**src/hw/vmx_ctl_pkg.sv**
```systemverilog
package vmx_ctl_pkg;
  // register word offsets
  localparam logic [3:0] OFS_ASYNC = 4'h0;
  localparam logic [3:0] OFS_INSTR = 4'h1;
  localparam logic [3:0] OFS_ACAP0 = 4'h2; // async must-be-one mask
  localparam logic [3:0] OFS_ACAP1 = 4'h3; // async may-be-one mask
  localparam logic [3:0] OFS_ICAP0 = 4'h4;
  localparam logic [3:0] OFS_ICAP1 = 4'h5;
  localparam logic [3:0] OFS_ENTRY = 4'h6; // write: entry request
  localparam logic [3:0] OFS_STAT = 4'h7;
  localparam logic [3:0] OFS_MASK = 4'h8;
  // async bit positions
  localparam int B_EXT = 0;
  localparam int B_NMI = 3;
  // instruction bit positions
  localparam int B_IWIN = 2;
  localparam int B_TSOFS = 3;
  localparam int B_HLT = 7;
  localparam int B_INVP = 9;
  localparam int B_MWT = 10;
  localparam int B_PMC = 11;
  localparam int B_TSR = 12;
  localparam int B_TPW = 19;
  localparam int B_TPR = 20;
  localparam int B_TSH = 21;
  localparam int B_DRM = 23;
  localparam int B_UIO = 24;
  localparam int B_IOBM = 25;
  localparam int B_MSBM = 28;
  localparam int B_MON = 29;
  localparam int B_PAU = 30;
  // reset values and capabilities
  localparam logic [31:0] ASYNC_RST = 32'h0000_0016;
  localparam logic [31:0] INSTR_RST = 32'h0401_e172;
  localparam logic [31:0] ACAP0_DEF = 32'h0000_0016;
  localparam logic [31:0] ACAP1_DEF = 32'h0000_001f;
  localparam logic [31:0] ICAP0_DEF = 32'h0401_e172;
  localparam logic [31:0] ICAP1_DEF = 32'h77bb_fffe;
  // instruction classes
  typedef enum logic [3:0] {
    IC_NONE = 4'h0, IC_HLT = 4'h1, IC_INVP = 4'h2, IC_MWT = 4'h3,
    IC_PMC = 4'h4, IC_TSR = 4'h5, IC_TPW = 4'h6, IC_TPR = 4'h7,
    IC_DRM = 4'h8, IC_IO = 4'h9, IC_MSR = 4'ha, IC_MON = 4'hb,
    IC_PAU = 4'hc
  } instr_class_e;
  // guest event request
  typedef struct packed {
    logic ext_irq;
    logic nmi;
    logic if_flag;
    logic other_block;
    logic instr_valid;
    instr_class_e instr;
    logic io_bitmap_hit;
    logic msr_bitmap_hit;
  } guest_req_s;
  // decision result
  typedef struct packed {
    logic exit;
    logic deliver_ext;
    logic deliver_nmi;
    logic ts_offset;
    logic tpr_shadow;
    logic ext_blocked;
  } decision_s;
endpackage

```
**src/hw/vm_exit_control_decode.sv**
```systemverilog
// The implementer's own choices: the Avalon-MM register port and the placing of the registers.
`timescale 1ns/10ps
module vm_exit_control_decode
  import vmx_ctl_pkg::*;
#(
  parameter logic [31:0] ACAP0 = ACAP0_DEF,
  parameter logic [31:0] ACAP1 = ACAP1_DEF,
  parameter logic [31:0] ICAP0 = ICAP0_DEF,
  parameter logic [31:0] ICAP1 = ICAP1_DEF
) (
  input wire logic clk_sys_i,
  input wire logic rstn_i,
  input wire logic [3:0] avs_address_i,
  input wire logic avs_read_i,
  input wire logic avs_write_i,
  input wire logic [31:0] avs_writedata_i,
  input wire logic [3:0] avs_byteenable_i,
  output logic [31:0] avs_readdata_o,
  output logic avs_waitrequest_o,
  input wire guest_req_s req_i,
  output decision_s dec_o,
  output logic entry_fail_o,
  output logic irq_o
);
  logic [31:0] async_q, instr_q, stat_q, mask_q, rdata_q;
  logic ack_q, fail_q, irq_q, wait_q;
  decision_s dec_q;

  // bus decode
  wire access = avs_read_i | avs_write_i;
  wire wr_en = avs_write_i & ack_q;
  wire [31:0] bmask = {{8{avs_byteenable_i[3]}}, {8{avs_byteenable_i[2]}},
                       {8{avs_byteenable_i[1]}}, {8{avs_byteenable_i[0]}}};
  wire [31:0] wmerge_a = (async_q & ~bmask) | (avs_writedata_i & bmask);
  wire [31:0] wmerge_i = (instr_q & ~bmask) | (avs_writedata_i & bmask);
  wire wr_async = wr_en & (avs_address_i == OFS_ASYNC);
  wire wr_instr = wr_en & (avs_address_i == OFS_INSTR);
  wire wr_entry = wr_en & (avs_address_i == OFS_ENTRY);
  wire wr_stat = wr_en & (avs_address_i == OFS_STAT);
  wire wr_mask = wr_en & (avs_address_i == OFS_MASK);

  // reserved bit check: fixed ones set, fixed zeros clear
  // reserved values
  wire async_bad = ((async_q & ACAP0) != ACAP0) | ((async_q & ~ACAP1) != '0);
  wire instr_bad = ((instr_q & ICAP0) != ICAP0) | ((instr_q & ~ICAP1) != '0);
  wire vec_bad = async_bad | instr_bad;

  // read mux
  logic [31:0] rd_mux;
  always_comb begin
    case (avs_address_i)
      OFS_ASYNC: rd_mux = async_q;
      OFS_INSTR: rd_mux = instr_q;
      OFS_ACAP0: rd_mux = ACAP0;
      OFS_ACAP1: rd_mux = ACAP1;
      OFS_ICAP0: rd_mux = ICAP0;
      OFS_ICAP1: rd_mux = ICAP1;
      OFS_ENTRY: rd_mux = {31'h0, fail_q};
      OFS_STAT: rd_mux = stat_q;
      OFS_MASK: rd_mux = mask_q;
      default: rd_mux = 32'h0;
    endcase
  end

  // one wait cycle, then ack
  always_ff @(posedge clk_sys_i or negedge rstn_i) begin
    if (!rstn_i) begin
      ack_q <= 1'b0;
      wait_q <= 1'b1;
      rdata_q <= 32'h0;
    end else begin
      ack_q <= access & ~ack_q;
      wait_q <= ~(access & ~ack_q); // low only in the ack cycle
      if (access & ~ack_q) begin
        rdata_q <= rd_mux;
      end
    end
  end
  assign avs_waitrequest_o = wait_q;
  assign avs_readdata_o = rdata_q;

  always_ff @(posedge clk_sys_i or negedge rstn_i) begin
    if (!rstn_i) begin
      async_q <= ASYNC_RST;
      instr_q <= INSTR_RST;
      mask_q <= 32'h0;
    end else begin
      if (wr_async) async_q <= wmerge_a;
      if (wr_instr) instr_q <= wmerge_i;
      if (wr_mask) mask_q <= avs_writedata_i & 32'h3;
    end
  end

  always_ff @(posedge clk_sys_i or negedge rstn_i) begin
    if (!rstn_i) begin
      fail_q <= 1'b0;
    end else if (wr_entry) begin
      fail_q <= vec_bad;
    end
  end
  assign entry_fail_o = fail_q;

  // decode of guest events
  wire [31:0] iv = instr_q;
  wire ext_exit = async_q[B_EXT];
  wire ext_blk = ext_exit ? req_i.other_block
                          : (~req_i.if_flag | req_i.other_block);
  wire win_exit = iv[B_IWIN] & req_i.if_flag & ~req_i.other_block;
  wire io_exit = iv[B_IOBM] ? req_i.io_bitmap_hit : iv[B_UIO];
  wire msr_exit = iv[B_MSBM] ? req_i.msr_bitmap_hit : 1'b1;
  logic ins_exit;
  always_comb begin
    case (req_i.instr)
      IC_HLT: ins_exit = iv[B_HLT];
      IC_INVP: ins_exit = iv[B_INVP];
      IC_MWT: ins_exit = iv[B_MWT];
      IC_PMC: ins_exit = iv[B_PMC];
      IC_TSR: ins_exit = iv[B_TSR];
      IC_TPW: ins_exit = iv[B_TPW];
      IC_TPR: ins_exit = iv[B_TPR];
      IC_DRM: ins_exit = iv[B_DRM];
      IC_MON: ins_exit = iv[B_MON];
      IC_PAU: ins_exit = iv[B_PAU];
      IC_IO: ins_exit = io_exit;
      IC_MSR: ins_exit = msr_exit;
      default: ins_exit = 1'b0;
    endcase
  end
  wire instr_exit = req_i.instr_valid & (ins_exit | win_exit);
  wire ext_ev = req_i.ext_irq & ~ext_blk;
  wire nmi_ev = req_i.nmi;
  decision_s dec_d;
  always_comb begin
    dec_d.exit = instr_exit | (ext_ev & ext_exit) | (nmi_ev & async_q[B_NMI]);
    dec_d.deliver_ext = ext_ev & ~ext_exit;
    dec_d.deliver_nmi = nmi_ev & ~async_q[B_NMI];
    dec_d.ts_offset = iv[B_TSOFS];
    dec_d.tpr_shadow = iv[B_TSH];
    dec_d.ext_blocked = ext_blk;
  end

  // registered decision
  always_ff @(posedge clk_sys_i or negedge rstn_i) begin
    if (!rstn_i) dec_q <= '0;
    else dec_q <= dec_d;
  end
  assign dec_o = dec_q;

  // sticky status: bit0 exit, bit1 entry fail; set wins over clear
  wire [31:0] ev = {30'h0, wr_entry & vec_bad, dec_d.exit};
  always_ff @(posedge clk_sys_i or negedge rstn_i) begin
    if (!rstn_i) begin
      stat_q <= 32'h0;
      irq_q <= 1'b0;
    end else begin
      stat_q <= (stat_q & ~(wr_stat ? avs_writedata_i : 32'h0)) | ev;
      irq_q <= |(((stat_q & ~(wr_stat ? avs_writedata_i : 32'h0)) | ev)
                 & mask_q);
    end
  end
  assign irq_o = irq_q;

  // no other exit source, so a clear control must give no exit
  wire quiet = !win_exit & !req_i.ext_irq & !req_i.nmi;
endmodule

```
**config.mk**
```make
export PLATFORM = sky130hd
export DESIGN_NAME = vm_exit_control_decode
export DESIGN_NICKNAME = d
export VERILOG_FILES = /design/src/hw/vmx_ctl_pkg.sv /design/src/hw/vm_exit_control_decode.sv
export SDC_FILE = /design/constraint.sdc
export NUM_CORES = 1
export LEC_CHECK = 0
export ABC_AREA = 1
export BUFFER_PORTS_ARGS = -buffer_cell sky130_fd_sc_hd__buf_2
export CORE_AREA = 10 10 122 179
export CTS_BUF_LIST = sky130_fd_sc_hd__clkbuf_16
export CTS_CLUSTER_DIAMETER = 80
export DETAILED_ROUTE_END_ITERATION = 8
export DIE_AREA = 0 0 132 189
export GPL_TIMING_DRIVEN = 1
export SKIP_LAST_GASP = 1
export SLEW_MARGIN = 20
export SYNTH_ARGS = -nofsm -noshare
export SYNTH_HDL_FRONTEND = slang
export SYNTH_SLANG_ARGS = --single-unit
```
**constraint.sdc**
```tcl
create_clock -name clk_sys_i -period 1.5 [get_ports clk_sys_i]
set_clock_uncertainty 0.2 [all_clocks]
set_input_delay 0 -clock clk_sys_i [delete_from_list [all_inputs] [get_ports clk_sys_i]]
set_output_delay 0 -clock clk_sys_i [all_outputs]
set_load 0.005 [all_outputs]
```
# --- Word-level counts from Yosys, hierarchy flattened ---
# Index checks and enable logic that the tools add are counted.
totals:
  reg_bits: 140
  latch_bits: 0
  ramBits: 0
  romBits: 0
  out_inout_bits: 41
  word_cells: 88
  mem_count: 0
op_classes:
  add_sub_neg: 0
  n_mul: 0
  div: 0
  order_cmp: 0
  eq_ne: 22
  n_shift: 0
  n_mux: 6
  bitwise_logic: 41
  n_reduce_logical: 4
op_table:
  columns: ["cell", "count"]
  rows:
  - ["case mux 32 bit (9 select lines)", 1]
  - ["bitwise AND 32 bit", 4]
  - ["inverter 32 bit", 2]
  - ["bitwise OR 32 bit", 2]
  - ["nonzero test 32 bit", 2]
  - ["bitwise AND 32 x 2 -> 32 bit", 1]
  - ["== test 4 x 3 -> 1 bit, second input constant", 8]
  - ["2-to-1 mux 32 bit", 1]
  - ["bitwise OR 32 x 2 -> 32 bit", 1]
  - ["OR reduction 32 bit", 1]
  - ["== test 4 bit, second input constant", 6]
  - ["bitwise AND 1 bit", 16]
  - ["== test 4 x 2 -> 1 bit, second input constant", 4]
  - ["case mux 1 bit (12 select lines)", 1]
  - ["!= test 10 bit, second input constant", 1]
  - ["== test 4 x 1 -> 1 bit, second input constant", 2]
  - ["bitwise OR 1 bit", 8]
  - ["inverter 1 bit", 7]
  - ["zero test 4 bit", 1]
  - ["2-to-1 mux 1 bit", 3]
  - ["!= test 3 bit, second input constant", 1]

# --- Logic depth before layout (Yosys ltp) ---
# Gate-level depths: netlist of run 1.
logic_depth:
  word_depth: 11
  mapped_depth: 11

# --- Worst setup path after synthesis of run 1 ---
# Ideal clock, no wire load.
synth_path:
  path_type: "flip-flop to flip-flop"
  startpoint: "reg ack_q"
  endpoint: "reg rdata_q[16], in the netlist avs_readdata_o[16]"
  setup_ns: 0.136
  t_arrival_ns: 1.125
  t_required_ns: 1.164
  slack_ns: 0.039
  path_stages_with_launch: 7
  period_less_slack_ns: 1.461
  cell_sequence: "dfrtp_1 -> nor2_2 -> inv_2 -> buf_2 -> buf_2 -> nand2_1 -> o21ai_0"
synth_between:
  elab_chain_len: 2
synth_lines:
  columns: ["element", "line", "rtl"]
  rows:
  - ["from (decl)", "vm_exit_control_decode.sv:26", "logic ack_q, fail_q, irq_q, wait_q;"]
  - ["from (signal assigned)", "vm_exit_control_decode.sv:72", "ack_q <= access & ~ack_q;"]
  - ["inverter 1 bit", "vm_exit_control_decode.sv:74", "if (access & ~ack_q) begin"]
  - ["bitwise AND 1 bit", "vm_exit_control_decode.sv:74", null]
  - ["to (signal assigned)", "vm_exit_control_decode.sv:75", "rdata_q <= rd_mux;"]
  - ["to (decl)", "vm_exit_control_decode.sv:25", "logic [31:0] async_q, instr_q, stat_q, mask_q, rdata_q;"]
# Every way passes these cells.
# A chain may end at the register's enable or synchronous reset.

==> metrics.yaml, run 1 <==
setup_path:
  worstPathArrival_ns: 1.79
  setup.worst_path.start_class: "flip-flop"
  crit_family: "simple AND/OR/NAND/NOR gates"
  rr_endpoint: "irq_o$_DFF_PN0_"
  cpPeakStageDelay_ns: 0.53
  crit_fanout: 2
  required_ns: 1.62
  rr_worst_depth: 8
  path_cells: "nor3b_4, nand4_1, nor2_1, nand3_1, nand2_2, nand2_2, nand2_1, nand2_1"
  crit_path_top_delay_cell: "dfstp_2"
  critical_path_class: "reg2reg"
  endpoint_kind: "flip-flop"
  r2r_setup_slack_ns: -0.17
  path_buf_inv: 0
global_routing:
  grt_pass1_vias: 5900
  antenna_found_initial: 3
  grt_pass1_wl_mm: 31.6
  grt_overflow: 0
  grt_max_degree: 39
  grt_use_total_pct: 15.8
layout:
  fill_cells: 1772
  fin_nets: 1007
  final_core_util_pct: 50.5
  drive_gt1_share_pct: 35.9
  area_growth_pct: 46.6
detailed_routing:
  viasPerCell: 4.73
  drtAntennaViolNets: 0
  postRouteWirelength_mm: 20.4
  num_vias: 5766
  dr.pass1.iters: 5
  initialDrtViolationCount: 288
  wire_per_inst_um: 16.7
  drc: 0
die:
  start_util_pct: 34.5
  die_x_um: 132
  die_height_um: 189
  io_pins: 96
  die_area_mm2: 0.0249
  coreArea_mm2: 0.0185
  std_cell_rows: 61
timing:
  hold_ws_ns: -0.0619
  relSlewSlack_pct: 74.0
  finalHoldViolations: 3
  worstMarginPinSlew_ns: 0.390
  max_freq_ghz: 0.598
  rsz0062_at_grt: "true"
  period_minus_slack_ns: 1.67
  slew_violations: 0
  worst_slack_ns: -0.171
  finalCritPeriodShare_pct: 111
  setup_violations: 4
pwr:
  pwr_density_cell_mw_per_mm2: 1100
  cellLeakagePower_nw: 4.99
  power_w: 0.0103
  ir_drop_mv: 0.648
placed_design:
  hpwl_mm: 14.1
  port_buffers: 95
  finalWeightedCongestion: 0.845
yosys:
  synthCells: 722
  synth_cell_types: 29
  ys_ff_latch: 140
  synth_area_mm2: 0.00639
  yosysSeqAreaShare_pct: 55.1
  yosysWarningCount: 0
  syn_nets: 777
  syn_avg_cell_area_um2: 8.86
clock_network:
  insertion_delay_ns: 0.43
  cts_tree: "yes"
  numCtsBuffers: 17
  cts_max_path_buffers: 2
  cts_sinks: 140
  clockRootBuffer: "clkbuf_16"
  cts-htree-levels: 4
  clk_pin_slew_worst_paths_ns: 0.06
worst_hold_path:
  hp-start: "avs_address_i[2]"
  holdPathEnd: "mask_q[1]$_DFFE_PN0P_"
  hold_depth: 5
  hold_class: "in2reg"
run:
  cap_violations: 0
status:
  status: "finished, violations left"
  failed_checks: "hold timing, setup timing"
-- routing by layer --
layer / track usage, % / wire length (um) / part of all wire, %
met3: 3.76 / 1030 / 5.1
met4: 6.35 / 538 / 2.6
met1: 18.4 / 8210 / 40
met2: 27.3 / 10600 / 52
met5: 0 / 32 / 0.16
-- kinds of logic (layout without fill, tap and decap cells) --
logic type	count (synthesis)	in the layout	share of synthesized area [%]
buffers and inverters	118	361	8.12
flip-flops	140	140	55.1
AO/OA/AOI/OAI	171	171	17.3
other	0	1	0
AND/OR/NAND/NOR	293	293	19.5
-- layout make-up --
| cell class | count | area (um^2) | area share (%) |
|---|---|---|---|
| flip-flops and latches | 140 | 3520 | 37.6 |
| multi-input cells | 464 | 2570 | 27.4 |
| repair buffers | 238 | 2030 | 21.6 |
| clock buffers | 17 | 425 | 4.54 |
| inverters | 91 | 357 | 3.80 |
| well taps | 252 | 315 | 3.36 |
| clock inverters | 15 | 155 | 1.66 |
| diodes | 1 | 2.50 | 0.0267 |
-- cells in the mapped netlist --
cell	number	area (um^2)
nand2_1	198	743
dfrtp_1	126	3150
inv_1	85	319
o21ai_2	48	420
o21ai_0	39	195
nand3_1	30	150
nor2_1	29	109
a21oi_1	26	130
o21ai_1	26	130
a21o_1	14	105
a31oi_1	14	87.6
dfstp_2	14	368
nand2_2	11	68.8
buf_2	10	50.1
nand4_1	10	62.6
buf_6	6	67.6
clkbuf_1	6	22.5
inv_2	6	22.5
buf_4	5	37.5
nor2_4	4	45.0
nor3_1	4	20.0
nor2_2	3	18.8
a221oi_1	2	17.5
a211oi_2	1	12.5
nand3b_1	1	7.51
nor3b_1	1	7.51
nor4_1	1	6.26
o2111ai_1	1	8.76
or3b_2	1	8.76
-- tightest hold or removal path, delay by kind of cell --
kind                   cells  cell delay [ns]
and+or+nand+nor            1             0.15
buffers and inverters      3             0.28
AOI/OAI and AO/OA          1             0.09
-- worst max path at each step --
stage	depth (start not counted)	end	slack [ns]
global placement	8	irq_o$_DFF_PN0_	-0.25
finish	8	irq_o$_DFF_PN0_	-0.17
floorplan	6	avs_readdata_o[16]$_DFFE_PN0P_	0.04
global route	8	irq_o$_DFF_PN0_	-0.29
CTS	8	irq_o$_DFF_PN0_	-0.15
detailed placement	8	irq_o$_DFF_PN0_	-0.29
-- what timing repair did --
action                                  in CTS  in global routing
setup buffers                                0                  8
pin swaps                                    2                 23
gates resized for setup                     10                 79
hold endpoints to repair                   254                  2
cloned                                       0                  6
endpoints found under the setup margin      90                116
hold buffers                                51                  2
-- power by group --
part | switching (W) | total [W] | internal [W]
Clock | 0.00166 | 0.00424 | 0.00258
Sequential | 0.000275 | 0.00445 | 0.00418
Combinational | 0.000827 | 0.00160 | 0.000778
-- layout by cell type (no fill, tap or decap), drive strengths merged --
master        count
nand2           209
nand3b            1
bufinv            3
nand3            30
buf             183
nor3              4
clkinv            9
a21o             14
dfrtp           126
a211oi            1
o21ai           113
diode             1
or3b              1
clkinvlp          1
dlymetal6s4s      1
clkbuf           22
nand4            10
o2111ai           1
dlygate4sd3      49
a221oi            2
dfstp            14
nor4              1
nor3b             1
a21oi            26
nor2             36
a31oi            14
inv              93
-- per-stage QoR --
stage	area (um^2)	TNS, ns	cells	setup slack, ns
6_report	9370	-0.350	1218	-0.171
5_1_grt	9370	-1.30	1218	-0.295
4_1_cts	8940	-4.21	1204	-0.148
3_5_place_dp	7810	-4.42	1121	-0.294
3_3_place_gp	7810	-2.24	1121	-0.255
2_1_floorplan	6390	0	722	0.0389
Power figures use the tool's default switching activity.
==> inputs of run 2 (changes only) <==
- ABC_AREA: 1 -> default
- CORE_AREA: 10 10 122 179 -> 10 10 120 176
- DIE_AREA: 0 0 132 189 -> 0 0 130 186
- SKIP_LAST_GASP: 1 -> default
==> run 2 against run 1 <==
Net effect:
- the flow still finishes with violations (hold timing, setup timing)
- worst setup slack worse by 0.43 ns
- design area up 2.5%
- clock-buffer cell count unchanged
- combinational power up 23%
- non-clock buffer count up 32
- area after synthesis down 3.8%
- via count down 5.2%
- core utilization up 3.3 points
- highest routed layer is now met4
==> metrics.yaml, run 2 <==
status:
  status: "finished, violations left"
  failed_checks: "hold timing, setup timing"
timing:
  slew_violations: 0
  max_freq_ghz: 0.475
  finalCritPeriodShare_pct: 140
  setup_violations: 105
  worstMarginPinSlew_ns: 0.492
  hold_ws_ns: -0.0435
  worst_slack_ns: -0.605
  relSlewSlack_pct: 66.8
  period_minus_slack_ns: 2.10
  rsz0062_at_grt: "true"
  finalHoldViolations: 1
detailed_routing:
  initialDrtViolationCount: 316
  dr.pass1.iters: 5
  viasPerCell: 5.33
  drc: 0
  num_vias: 5466
  wire_per_inst_um: 21.5
  postRouteWirelength_mm: 22.0
  drtAntennaViolNets: 0
global_routing:
  grt_pass1_vias: 5897
  grt_pass1_wl_mm: 33.4
  grt_use_total_pct: 18.4
  grt_max_degree: 41
  grt_overflow: 0
  antenna_found_initial: 0
yosys:
  synth_cell_types: 57
  ys_ff_latch: 140
  syn_avg_cell_area_um2: 11.6
  yosysWarningCount: 0
  syn_nets: 586
  synth.area.top_cells: "dfrtp_1 (51%), mux2_2 (12%), dfstp_2 (6.0%), nand2_1 (4.1%), o21ai_0 (3.9%)"
  synth_edf_count: 0
  yosysMostFrequentCell: "dfrtp_1"
  yosysSeqAreaShare_pct: 57.2
  synth_flop_cell: "dfrtp_1"
  synth_area_mm2: 0.00615
  synth_top_area_share_pct: 51.2
  yosysTopAreaCell: "dfrtp_1"
  synthTopCellsByCount: "dfrtp_1 (126), nand2_1 (67), mux2_2 (64)"
  synthCells: 531
  ys_async_sr_fraction_pct: 100
die:
  die_area_mm2: 0.0242
  std_cell_rows: 60
  io_pins: 96
  die_x_um: 130
  coreArea_mm2: 0.0179
  start_util_pct: 34.4
  die_height_um: 186
clock_network:
  cts-htree-levels: 4
  postCtsHoldBufs: 46
  numCtsBuffers: 17
  cts_max_path_buffers: 2
  clockRootBuffer: "clkbuf_16"
  clk_pin_slew_worst_paths_ns: 0.06
  cts_sinks: 140
  insertion_delay_ns: 0.42
  cts_tree: "yes"
setup_path:
  crit_fanout: 2
  crit_family: "simple AND/OR/NAND/NOR gates"
  worstPathArrival_ns: 2.21
  endpoint_kind: "flip-flop"
  cpPeakStageDelay_ns: 0.48
  path_cells: "mux2_4, a32o_1, or4_4, o22a_2, or2_1"
  r2r_setup_slack_ns: -0.60
  required_ns: 1.61
  setup.worst_path.start_class: "flip-flop"
  crit_path_top_delay_cell: "or4_4"
  path_buf_inv: 0
  critical_path_class: "reg2reg"
pwr:
  power_w: 0.0102
  ir_drop_mv: 0.608
  cellLeakagePower_nw: 4.57
  pwr_density_cell_mw_per_mm2: 1060
placed_design:
  place_ws_ns: -0.747
  hpwl_mm: 15.5
  finalWeightedCongestion: 0.937
  dpl.cell_count: 925
  port_buffers: 95
  postPlaceCellArea_mm2: 0.00773
layout:
  fill_cells: 1514
  n_antenna_cell: 0
  regArea_mm2: 0.00352
  area_growth_pct: 56.2
  final_area_mm2: 0.00961
  drive_gt1_share_pct: 52.4
  multi_input_area_mm2: 0.00306
  final_common_cell: "dfrtp_1"
  most-common-layout-cells: "dfrtp_1 (126), buf_2 (94), buf_4 (93)"
  fin_cells: 1026
  fin_nets: 851
  final_core_util_pct: 53.8
run:
  cap_violations: 0
worst_hold_path:
  hold_class: "in2reg"
run 2: cell count changes after synthesis, moves of 14 or more:
| cell | previous run | this run |
|---|---|---|
| a21boi_0 | 0 | 30 |
| a22oi_1 | 0 | 24 |
| a31oi_1 | 14 | 0 |
| inv_1 | 85 | 8 |
| mux2_2 | 0 | 64 |
| nand2_1 | 198 | 67 |
| nand3_1 | 30 | 1 |
| o21ai_1 | 26 | 4 |
| o21ai_2 | 48 | 0 |
run 2: kinds of logic after synthesis:
| family | Yosys count | share of synthesized area (%) |
|---|---|---|
| AOI/OAI and AO/OA | 151 | 16.4 |
| buffers and inverters | 32 | 2.11 |
| DFF | 140 | 57.2 |
| muxes | 70 | 12.8 |
| and+or+nand+nor | 138 | 11.4 |
run 2: final cells by class:
cell class / instances / share of cell area [%]
clock buffer: 17 / 4.43
clock inverter: 15 / 1.16
inverter: 8 / 0.338
multi-input combinational: 359 / 31.8
sequential: 140 / 36.6
tap: 217 / 2.82
timing repair buffer: 270 / 22.8
run 2: worst min-delay path, stage by stage:
cell,delay (ns)
buf_2,0.14
buf_4,0.12
nor4_1,0.04
buf_4,0.15
o21ai_2,0.10
run 2: stage by stage:
stage	hold slack [ns]	setup TNS (ns)
3_5_place_dp	-0.279	-18.87
3_3_place_gp	-0.284	-16.79
2_1_floorplan	-0.496	-1.51
5_1_grt	-0.00942	-19.42
4_1_cts	-0.0438	-14.54
6_report	-0.0435	-13.46
run 2: what timing repair did:
action | in CTS | in global routing
resized for setup | 95 | 110
buffers inserted | 15 | 11
pin swaps | 19 | 54
endpoints found under the hold margin | 269 | 1
setup endpoints to repair | 116 | 125
cloned | 3 | 2
run 2: path summary, 6_finish.rpt:
check / from / end / depth (start not counted)
max: flip-flop / stat_q[0]$_DFF_PN0_ / 5
min: avs_address_i[0] / entry_fail_o$_DFFE_PN0P_ / 5
max reg2reg: flip-flop / stat_q[0]$_DFF_PN0_ / 5
min reg2reg: flip-flop / dec_o[1]$_DFF_PN0_ / 0
max in group asynchronous: rstn_i / avs_waitrequest_o$_DFF_PN1_ / 4
min in group asynchronous: rstn_i / avs_readdata_o[25]$_DFFE_PN0P_ / 3
run 2: power by group:
part	switching (W)	internal, W
clock	0.00161	0.00224
sequential	0.000243	0.00417
combinational	0.000915	0.00105
run 2: metal layers:
layer / up-vias / wire length (um) / GRT usage (%)
li1: 2478 / - / -
met1: 2770 / 8350 / 20.3
met2: 169 / 11600 / 32.5
met3: 49 / 1080 / 3.59
met4: 0 / 958 / 9.43
met5: - / 0 / 0
